<file path="src/core/cell_monitor_defs.svh">
// Constants shared by both ends of the cell monitor link
`ifndef CELL_MONITOR_DEFS_SVH
`define CELL_MONITOR_DEFS_SVH
`define CLK_MHZ 125
`define LINK_TIMEOUT_US 1000
`define LINK_TIMEOUT_CYCLES (`LINK_TIMEOUT_US * `CLK_MHZ)
`define WORD_W 16
`define BIT_CNT_W 5
`define LAST_DATA_BIT 5'h10
`define LAST_FRAME_BIT 5'h11
`define OP_MSB 15
`define OP_LSB 12
`define CMD_NOP 4'h0
`define CMD_MEAS_V 4'h1
`define CMD_MEAS_T 4'h2
`define CMD_READ 4'h3
`define CMD_PUMP_EN 4'h4
`define CMD_PUMP_PER 4'h5
`define CMD_PUMP_DUTY 4'h6
`define CMD_UNDERV 4'h7
`define SENS_INTERNAL 2'h0
`define SENS_EXT1 2'h1
`define SENS_EXT2 2'h2
`define SENS_NONE 2'h3
`define SEL_VOLT_LO 2'h0
`define SEL_VOLT_HI 2'h1
`define SEL_TEMP_LO 2'h2
`define SEL_TEMP_HI 2'h3
`define PWM_W 10
`define PUMP_PERIOD_RST 10'h262
`define PUMP_DUTY_RST 10'h0C9
`define GATE_LO_S 0
`define GATE_LO_N 1
`define GATE_HI_S 2
`define GATE_HI_N 3
`endif

</file>
<file path="src/core/cell_monitor_pkg.sv">
// Types shared by both ends of the cell monitor link
`include "cell_monitor_defs.svh"
package cell_monitor_pkg;
  typedef enum logic [3:0] {
    OP_NOP = `CMD_NOP,
    OP_MEAS_V = `CMD_MEAS_V,
    OP_MEAS_T = `CMD_MEAS_T,
    OP_READ = `CMD_READ,
    OP_PUMP_EN = `CMD_PUMP_EN,
    OP_PUMP_PER = `CMD_PUMP_PER,
    OP_PUMP_DUTY = `CMD_PUMP_DUTY,
    OP_UNDERV = `CMD_UNDERV
  } opcode_type;
  typedef enum logic [1:0] {
    MODE_STANDBY = 2'h0,
    MODE_ACTIVE = 2'h1,
    MODE_UNDERV = 2'h2
  } mode_type;
endpackage

</file>
<file path="src/core/cell_link_if.sv">
// One-wire command link down the chain and reply wire up
interface cell_link_if;
  logic lanDown;
  logic lanUp;
  logic lanFwd;
  modport master (output lanDown, input lanUp);
  modport node (input lanDown, output lanUp, output lanFwd);
endinterface

</file>
<file path="src/core/cell_monitor_node.sv">
// Cell monitor node: link decode, conversions, pump gates and power modes
// Overview of operation
// RULE_01: Voltage conversions start only on master command
// RULE_02: Temperature from internal or external diode sensors
// RULE_03: Temperature reuses converters, scheduled by master
// RULE_04: Latest result per cell read on request
// RULE_05: Lower cell gates pump south and north
// RULE_06: Upper cell gates pump south and north
// RULE_07: Master never drives missing-neighbour end gates
// RULE_08: Gate charges inductor, then releases it
// RULE_09: Master decides balancing; node only switches
// RULE_10: Both directions, every battery state
// RULE_11: Serial input regenerated onto serial output
// RULE_12: Standby default, protection keeps running
// RULE_13: Link event wakes; stay active while busy
// RULE_14: Automatic return to standby when idle
// RULE_15: Undervoltage mode needs command and low cells
// RULE_16: Master sets pump frequency and duty
// RULE_17: South gates use complementary duty cycle
// RULE_18: Timeout drops gates, abandons work
// RULE_19: Defined command set for all operations
`include "cell_monitor_defs.svh"
module cell_monitor_node
  import cell_monitor_pkg::*;
#(
  parameter int TIMEOUT_CYCLES = `LINK_TIMEOUT_CYCLES
) (
  input wire logic sys_clk,
  input wire logic rst,
  cell_link_if.node link,
  output logic convStart,
  output logic convTemp,
  output logic [1:0] convSensor,
  input wire logic convDone,
  input wire logic [`WORD_W-1:0] convLo,
  input wire logic [`WORD_W-1:0] convHi,
  input wire logic uvBelow,
  output logic cellLoSouthGate,
  output logic cellLoNorthGate,
  output logic cellHiSouthGate,
  output logic cellHiNorthGate,
  output logic modeActive,
  output logic modeUnderv
);
  mode_type mode_r;
  logic rxBusy_r;
  logic [`BIT_CNT_W-1:0] rxCnt_r;
  logic [`WORD_W-1:0] rxShift_r;
  logic rxDone;
  logic [`WORD_W-1:0] rxWord;
  opcode_type op;
  logic linkEvent;
  logic fwd_r;
  logic txBusy_r;
  logic [`BIT_CNT_W-1:0] txCnt_r;
  logic [`WORD_W:0] txShift_r;
  logic up_r;
  logic convBusy_r;
  logic start_r;
  logic temp_r;
  logic [1:0] sensor_r;
  logic [`WORD_W-1:0] voltLo_r;
  logic [`WORD_W-1:0] voltHi_r;
  logic [`WORD_W-1:0] tempLo_r;
  logic [`WORD_W-1:0] tempHi_r;
  logic [`WORD_W-1:0] readSel;
  logic [3:0] pumpEn_r;
  logic [`PWM_W-1:0] period_r;
  logic [`PWM_W-1:0] duty_r;
  logic [`PWM_W-1:0] pwmCnt_r;
  logic northPhase;
  logic [3:0] gate_r;
  logic [$clog2(TIMEOUT_CYCLES+1)-1:0] idleCnt_r;
  logic timeout;
  logic nodeIdle;

  assign linkEvent = !rxBusy_r && !link.lanDown;
  assign rxWord = {link.lanDown, rxShift_r[`WORD_W-1:1]};
  assign rxDone = rxBusy_r && rxCnt_r == `LAST_DATA_BIT;
  assign op = opcode_type'(rxWord[`OP_MSB:`OP_LSB]);
  assign timeout = idleCnt_r == ($clog2(TIMEOUT_CYCLES+1))'(TIMEOUT_CYCLES);

  // Received bit regenerated one cycle later, full swing
  always_ff @(posedge sys_clk) begin
    if (rst) begin
      fwd_r <= 1'b1;
    end else begin
      fwd_r <= link.lanDown; // RULE_11
    end
  end
  assign link.lanFwd = fwd_r;

  // Start bit low, then data bits LSB first
  always_ff @(posedge sys_clk) begin
    if (rst) begin
      rxBusy_r <= 1'b0;
      rxCnt_r <= '0;
      rxShift_r <= '0;
    end else if (!rxBusy_r) begin
      rxBusy_r <= !link.lanDown;
      rxCnt_r <= `BIT_CNT_W'(1);
    end else begin
      rxShift_r <= rxWord;
      rxCnt_r <= rxCnt_r + 1'b1;
      if (rxDone) begin
        rxBusy_r <= 1'b0;
      end
    end
  end

  // Both cells converted together on one start pulse
  always_ff @(posedge sys_clk) begin
    if (rst) begin
      convBusy_r <= 1'b0;
      start_r <= 1'b0;
      temp_r <= 1'b0;
      sensor_r <= `SENS_INTERNAL;
    end else begin
      start_r <= 1'b0;
      if (timeout) begin
        convBusy_r <= 1'b0; // RULE_18
      end else if (convBusy_r) begin
        convBusy_r <= !convDone;
      end else if (rxDone && op == OP_MEAS_V) begin
        convBusy_r <= 1'b1; // RULE_01
        start_r <= 1'b1;
        temp_r <= 1'b0;
      end else if (rxDone && op == OP_MEAS_T && rxWord[1:0] != `SENS_NONE) begin
        // Same converters, own command, so independent of voltage reads
        convBusy_r <= 1'b1; // RULE_03
        start_r <= 1'b1;
        temp_r <= 1'b1;
        sensor_r <= rxWord[1:0]; // RULE_02
      end
    end
  end
  assign convStart = start_r;
  assign convTemp = temp_r;
  assign convSensor = sensor_r;

  always_ff @(posedge sys_clk) begin
    if (rst) begin
      voltLo_r <= '0;
      voltHi_r <= '0;
      tempLo_r <= '0;
      tempHi_r <= '0;
    end else if (convBusy_r && convDone && !timeout) begin
      if (temp_r) begin
        tempLo_r <= convLo;
        tempHi_r <= convHi;
      end else begin
        voltLo_r <= convLo; // RULE_04
        voltHi_r <= convHi;
      end
    end
  end

  always_comb begin
    unique case (rxWord[1:0])
      `SEL_VOLT_LO: readSel = voltLo_r;
      `SEL_VOLT_HI: readSel = voltHi_r;
      `SEL_TEMP_LO: readSel = tempLo_r;
      `SEL_TEMP_HI: readSel = tempHi_r;
    endcase
  end

  // Reply frame: start bit then data; a read during a reply is dropped
  always_ff @(posedge sys_clk) begin
    if (rst) begin
      txBusy_r <= 1'b0;
      txCnt_r <= '0;
      txShift_r <= '1;
      up_r <= 1'b1;
    end else if (txBusy_r) begin
      up_r <= txShift_r[0];
      txShift_r <= {1'b1, txShift_r[`WORD_W:1]};
      txCnt_r <= txCnt_r + 1'b1;
      txBusy_r <= txCnt_r != `LAST_FRAME_BIT;
    end else if (rxDone && op == OP_READ) begin
      txBusy_r <= 1'b1; // RULE_04
      txShift_r <= {readSel, 1'b0};
      txCnt_r <= '0;
    end
  end
  assign link.lanUp = up_r;

  // Gate enables set by commands only; timeout and undervoltage entry also clear them
  always_ff @(posedge sys_clk) begin
    if (rst) begin
      pumpEn_r <= '0;
      period_r <= `PUMP_PERIOD_RST;
      duty_r <= `PUMP_DUTY_RST;
    end else if (timeout || (rxDone && op == OP_UNDERV && uvBelow)) begin
      pumpEn_r <= '0; // RULE_18
    end else if (rxDone) begin
      unique case (op)
        OP_PUMP_EN: pumpEn_r <= rxWord[3:0]; // RULE_09
        OP_PUMP_PER: period_r <= rxWord[`PWM_W-1:0]; // RULE_16
        OP_PUMP_DUTY: duty_r <= rxWord[`PWM_W-1:0]; // RULE_16
        default: ;
      endcase
    end
  end

  // No gating by battery current direction: pumps run charging or not
  always_ff @(posedge sys_clk) begin
    if (rst || period_r == '0) begin
      pwmCnt_r <= '0;
    end else begin
      pwmCnt_r <= (pwmCnt_r >= period_r - 1'b1) ? '0 : pwmCnt_r + 1'b1; // RULE_10
    end
  end
  assign northPhase = pwmCnt_r < duty_r;

  // On phase charges the inductor, off phase lets it dump through the body diode
  always_ff @(posedge sys_clk) begin
    if (rst || period_r == '0) begin
      gate_r <= '0;
    end else begin
      gate_r[`GATE_LO_S] <= pumpEn_r[`GATE_LO_S] && !northPhase; // RULE_05 RULE_17 RULE_08
      gate_r[`GATE_LO_N] <= pumpEn_r[`GATE_LO_N] && northPhase; // RULE_05 RULE_08
      gate_r[`GATE_HI_S] <= pumpEn_r[`GATE_HI_S] && !northPhase; // RULE_06 RULE_17
      gate_r[`GATE_HI_N] <= pumpEn_r[`GATE_HI_N] && northPhase; // RULE_06
    end
  end
  assign cellLoSouthGate = gate_r[`GATE_LO_S];
  assign cellLoNorthGate = gate_r[`GATE_LO_N];
  assign cellHiSouthGate = gate_r[`GATE_HI_S];
  assign cellHiNorthGate = gate_r[`GATE_HI_N];

  // Timeout counter runs in every mode, standby included
  always_ff @(posedge sys_clk) begin
    if (rst || linkEvent || timeout) begin
      idleCnt_r <= '0; // RULE_12
    end else begin
      idleCnt_r <= idleCnt_r + 1'b1;
    end
  end

  assign nodeIdle = !rxBusy_r && !convBusy_r && !txBusy_r && pumpEn_r == '0;

  always_ff @(posedge sys_clk) begin
    if (rst) begin
      mode_r <= MODE_STANDBY; // RULE_12
    end else begin
      unique case (mode_r)
        MODE_STANDBY: begin
          if (linkEvent) begin
            mode_r <= MODE_ACTIVE; // RULE_13
          end
        end
        MODE_ACTIVE: begin
          // Start bit at expiry keeps the node awake for its frame
          if (timeout && !linkEvent) begin
            mode_r <= MODE_STANDBY; // RULE_18
          end else if (rxDone && op == OP_UNDERV && uvBelow) begin
            mode_r <= MODE_UNDERV; // RULE_15
          end else if (nodeIdle && !linkEvent && !rxDone) begin
            mode_r <= MODE_STANDBY; // RULE_14
          end
        end
        MODE_UNDERV: begin
          if (linkEvent) begin
            mode_r <= MODE_ACTIVE; // RULE_13
          end
        end
        default: mode_r <= MODE_STANDBY;
      endcase
    end
  end
  assign modeActive = mode_r == MODE_ACTIVE;
  assign modeUnderv = mode_r == MODE_UNDERV;
endmodule

</file>
<file path="src/flat_wrapper.sv">
// flat-port wrapper written by rule: the top's interface ports become plain ports
module cell_monitor_node_flat import cell_monitor_pkg::*;
#(
  parameter int TIMEOUT_CYCLES = `LINK_TIMEOUT_CYCLES
)
  (sys_clk, rst, convStart, convTemp, convSensor, convDone, convLo, convHi, uvBelow, cellLoSouthGate, cellLoNorthGate, cellHiSouthGate, cellHiNorthGate, modeActive, modeUnderv, link_lanDown, link_lanUp, link_lanFwd);
  cell_link_if link_i ();
  input wire logic sys_clk;
  input wire logic rst;
  output logic convStart;
  output logic convTemp;
  output logic [1:0] convSensor;
  input wire logic convDone;
  input wire logic [`WORD_W-1:0] convLo;
  input wire logic [`WORD_W-1:0] convHi;
  input wire logic uvBelow;
  output logic cellLoSouthGate;
  output logic cellLoNorthGate;
  output logic cellHiSouthGate;
  output logic cellHiNorthGate;
  output logic modeActive;
  output logic modeUnderv;
  input wire logic [$bits(link_i.lanDown)-1:0] link_lanDown;
  output wire logic [$bits(link_i.lanUp)-1:0] link_lanUp;
  output wire logic [$bits(link_i.lanFwd)-1:0] link_lanFwd;
  assign link_i.lanDown = link_lanDown;
  assign link_lanUp = link_i.lanUp;
  assign link_lanFwd = link_i.lanFwd;
  cell_monitor_node #(.TIMEOUT_CYCLES(TIMEOUT_CYCLES)) u_core (.sys_clk(sys_clk), .rst(rst), .link(link_i), .convStart(convStart), .convTemp(convTemp), .convSensor(convSensor), .convDone(convDone), .convLo(convLo), .convHi(convHi), .uvBelow(uvBelow), .cellLoSouthGate(cellLoSouthGate), .cellLoNorthGate(cellLoNorthGate), .cellHiSouthGate(cellHiSouthGate), .cellHiNorthGate(cellHiNorthGate), .modeActive(modeActive), .modeUnderv(modeUnderv));
endmodule
</file>
<file path="config.mk">
export PLATFORM = sky130hd
export DESIGN_NAME = cell_monitor_node_flat
export DESIGN_NICKNAME = d
export VERILOG_FILES = /design/src/core/cell_monitor_pkg.sv /design/src/core/cell_link_if.sv /design/src/core/cell_monitor_node.sv /design/src/flat_wrapper.sv
export VERILOG_INCLUDE_DIRS = /design/src /design/src/core
export SDC_FILE = /design/constraint.sdc
export NUM_CORES = 1
export LEC_CHECK = 0
export BUFFER_PORTS_ARGS = -buffer_cell sky130_fd_sc_hd__buf_4
export CORE_UTILIZATION = 65
export CTS_BUF_LIST = sky130_fd_sc_hd__clkbuf_8
export CTS_CLUSTER_SIZE = 8
export DETAILED_ROUTE_END_ITERATION = 8
export GPL_TIMING_DRIVEN = 0
export PLACE_DENSITY = 0.86
export SYNTH_ARGS = -nofsm -noshare
export SYNTH_HDL_FRONTEND = slang
export SYNTH_SLANG_ARGS = --single-unit
</file>
<file path="constraint.sdc">
create_clock -name sys_clk -period 6.1 [get_ports sys_clk]
set_input_delay 0.305 -clock sys_clk [delete_from_list [all_inputs] [get_ports sys_clk]]
set_output_delay 0.305 -clock sys_clk [all_outputs]
set_load 0.01 [all_outputs]
</file>
==> flow_summary.toml <==
[critical_path]
cp.required_ns = 6.49
reg2reg_slack_ns = 3.29
arrival_ns = 3.20
cp-end-kind = "register"
path_delay_family = "simple AND/OR/NAND/NOR gates"
slowest_delay_ns = 0.52
critical_path_buf_inv_count = 1
start_kind = "register"
path_class = "reg -> reg"
critPathMostFrequentCell = "ha_1"
worstPathMaxFanout = 10
critPathSlowestCell = "or4b_1"
worstPathCellList = "inv_1 -> ha_1 -> or4b_1 -> nor4_1 -> xnor2_1 -> ha_1 -> and4_1 -> a21oi_1 -> and3_1 -> o21ai_2 -> nor2_1"

[synthesis]
synth_top_area_share = 0.451
synth_edf_count = 0
synth_cells = 844
synth_area_leaders = "dfxtp_1 (45%), nand2_1 (7.8%), mux2i_1 (6.7%)"
yosysWarnings = 0
synth.distinct_cells = 57
syn_area_per_cell_um2 = 9.04
syn_nets = 908
syn_area_um2 = 7630
async_flop_share = 0
yosysMostFrequentCell = "dfxtp_1"
ys_seq_area_frac = 0.451
yosys_most_used_dff = "dfxtp_1"
yosys.area.top_type = "dfxtp_1"
synthTopCellsByCount = "dfxtp_1 (172), nand2_1 (159), a21oi_1 (101)"
ys_seq_elements = 172

[sta]
final_hold_viol_count = 0
setup_viol = 0
hold_ws_ns = 0.0993
fin_worst_skew_ns = 0.0124
period_share = 0.461
fmax_mhz = 356
rsz0062_at_grt = "no"
relSlewSlack = 0.526
worst_slew_pin_slew_ns = 0.711
tns_ns = 0
fin_crit_ns = 2.81
maxSlewViolCount = 0

[clock_network]
post_cts_buffers = 0
cts_buffers = 17
cts.repair.resized = 0
root_buffer = "clkbuf_8"
clkLatencyLatePin_ns = 0.45
cts_tree = "yes"
cts.path.max_buffers = 2
path_clk_slew_ns = 0.09
hold_buffers = 0
htree_levels = 4
clkSinkCount = 172

[detailed_routing]
detail-route-antenna-nets = 0
totalWireLength_mm = 18.5
drtIter0Drc = 584
wl_per_cell_um = 17.3
route.detailed.drc = 0
num_vias = 6363
via_per_inst = 5.97
drt-pass1-iter-count = 8

[finish]
fillers = 792
final-seq-area_um2 = 3440
final_core_util = 0.751
n_antenna_cell = 0
post_route_cells_drive_above_1_share = 0.131
instances_no_fill = 1065
areaGrowthSynthToFinish_pct = 12.3
nets = 974
multiInputGateArea_um2 = 3880

[floorplanning]
start_util = 0.668
io_pins = 49
dieArea_um2 = 12200
die_h_um = 110
coreArea_um2 = 11400
core.rowCount = 39
die_w_um = 110

[placed_design]
port_buffers = 47
dp_hpwl_mm = 13.3
place_inst = 1034
place_congestion = 0.845

[grt]
grt_usage = 0.318
grt_pass1_vias = 6222
grt_pass1_wl_mm = 29.4
antenna_found_initial = 0
grt_overflow = 0
grt_max_degree = 17

[pwr]
leakage_nw = 3.41
finalPower_mw = 2.05
powerDensity_nw_per_um2 = 240
ir_drop_mv = 0.299

[run_status]
outcome = "finished clean"

[run]
cap_violations = 0

[min_path]
hold_class = "in -> reg"
==> worst paths after layout <==
path,startpoint,endpoint,cells after the start
worst max-delay path,u_core.period_r[0],u_core.pwmCnt_r[8],11
worst min-delay path,convHi[11],u_core.tempHi_r[11],3
worst max register to register,u_core.period_r[0],u_core.pwmCnt_r[8],11
worst min register to register,u_core.tempLo_r[13],u_core.tempLo_r[13],2
==> through the flow <==
step	setup WS, ns	area (um^2)
after floorplan	3.70	7630
after global placement	3.52	8160
after detailed placement	3.37	8160
after CTS	3.30	8570
after global routing	3.11	8570
final	3.29	8570
==> layout make-up <==
class | count | area share
clock inverters | 12 | 0.0174
repair buffers | 47 | 0.0411
flip-flops and latches | 172 | 0.402
multi-input cells | 601 | 0.453
well taps | 143 | 0.0209
plain buffers | 46 | 0.0251
inverters | 25 | 0.0109
clock buffers | 19 | 0.0305
==> registers in the layout, indices dropped and copies added (netlist names), 4 cells and up <==
signal,count
u_core.idleCnt_r,17
u_core.txShift_r,17
u_core.tempHi_r,16
u_core.tempLo_r,16
u_core.voltHi_r,16
u_core.voltLo_r,16
u_core.rxShift_r,15
u_core.duty_r,10
u_core.period_r,10
u_core.pwmCnt_r,10
u_core.rxCnt_r,5
u_core.txCnt_r,5
u_core.gate_r,4
u_core.pumpEn_r,4
==> worst min-delay path: cells and delay by family <==
family          cells  cell delay [ns]
compound gates      1             0.05
simple gates        1             0.05
buf+inv             1             0.11
==> power breakdown <==
group          switching [mW]  internal [mW]  total, mW
Clock                   0.408          0.422      0.830
Sequential            0.00599           1.13       1.13
Combinational          0.0544         0.0371     0.0915
Total                   0.469           1.59       2.05
==> placed cells by master, fill, tap and decap left out, drive strengths merged, types with 3 or more instances in the layout <==
| cell | synthesis | routed |
|---|---|---|
| nand4 | 8 | 8 |
| mux4 | 16 | 16 |
| nor3b | 15 | 15 |
| inv | 24 | 28 |
| and4 | 5 | 5 |
| dfxtp | 172 | 172 |
| nor2 | 80 | 80 |
| and3 | 11 | 11 |
| buf | 16 | 63 |
| nand3 | 19 | 19 |
| nand2b | 7 | 7 |
| or4b | 3 | 3 |
| or4 | 3 | 3 |
| or3 | 3 | 3 |
| a311oi | 3 | 3 |
| a21o | 4 | 4 |
| nor3 | 11 | 11 |
| bufinv | 0 | 3 |
| nor4 | 3 | 3 |
| nand2 | 159 | 159 |
| mux2i | 51 | 51 |
| clkbuf | 30 | 49 |
| o21a | 3 | 3 |
| a21oi | 101 | 101 |
| nor2b | 5 | 5 |
| xnor2 | 13 | 13 |
| ha | 27 | 27 |
| xor2 | 21 | 21 |
| o21ai | 9 | 9 |
| clkinvlp | 0 | 4 |
==> logic make-up after synthesis <==
group,share of synthesized area
XOR/XNOR,0.0390
adder cells (fa/ha/maj),0.0443
AO/OA/AOI/OAI,0.0961
AND/OR/NAND/NOR,0.213
buffers and inverters,0.0405
multiplexers,0.116
flip-flops,0.451
==> layer usage <==
| layer | share of wire | vias to the layer above | routed length (um) | global-route usage |
|---|---|---|---|---|
| li1 | - | 3024 | - | - |
| met1 | 0.41 | 3053 | 7610 | 0.390 |
| met2 | 0.51 | 240 | 9330 | 0.543 |
| met3 | 0.060 | 46 | 1100 | 0.0694 |
| met4 | 0.023 | 0 | 420 | 0.127 |
| met5 | 0 | - | 0 | 0 |
Power figures use the tool's default switching activity.
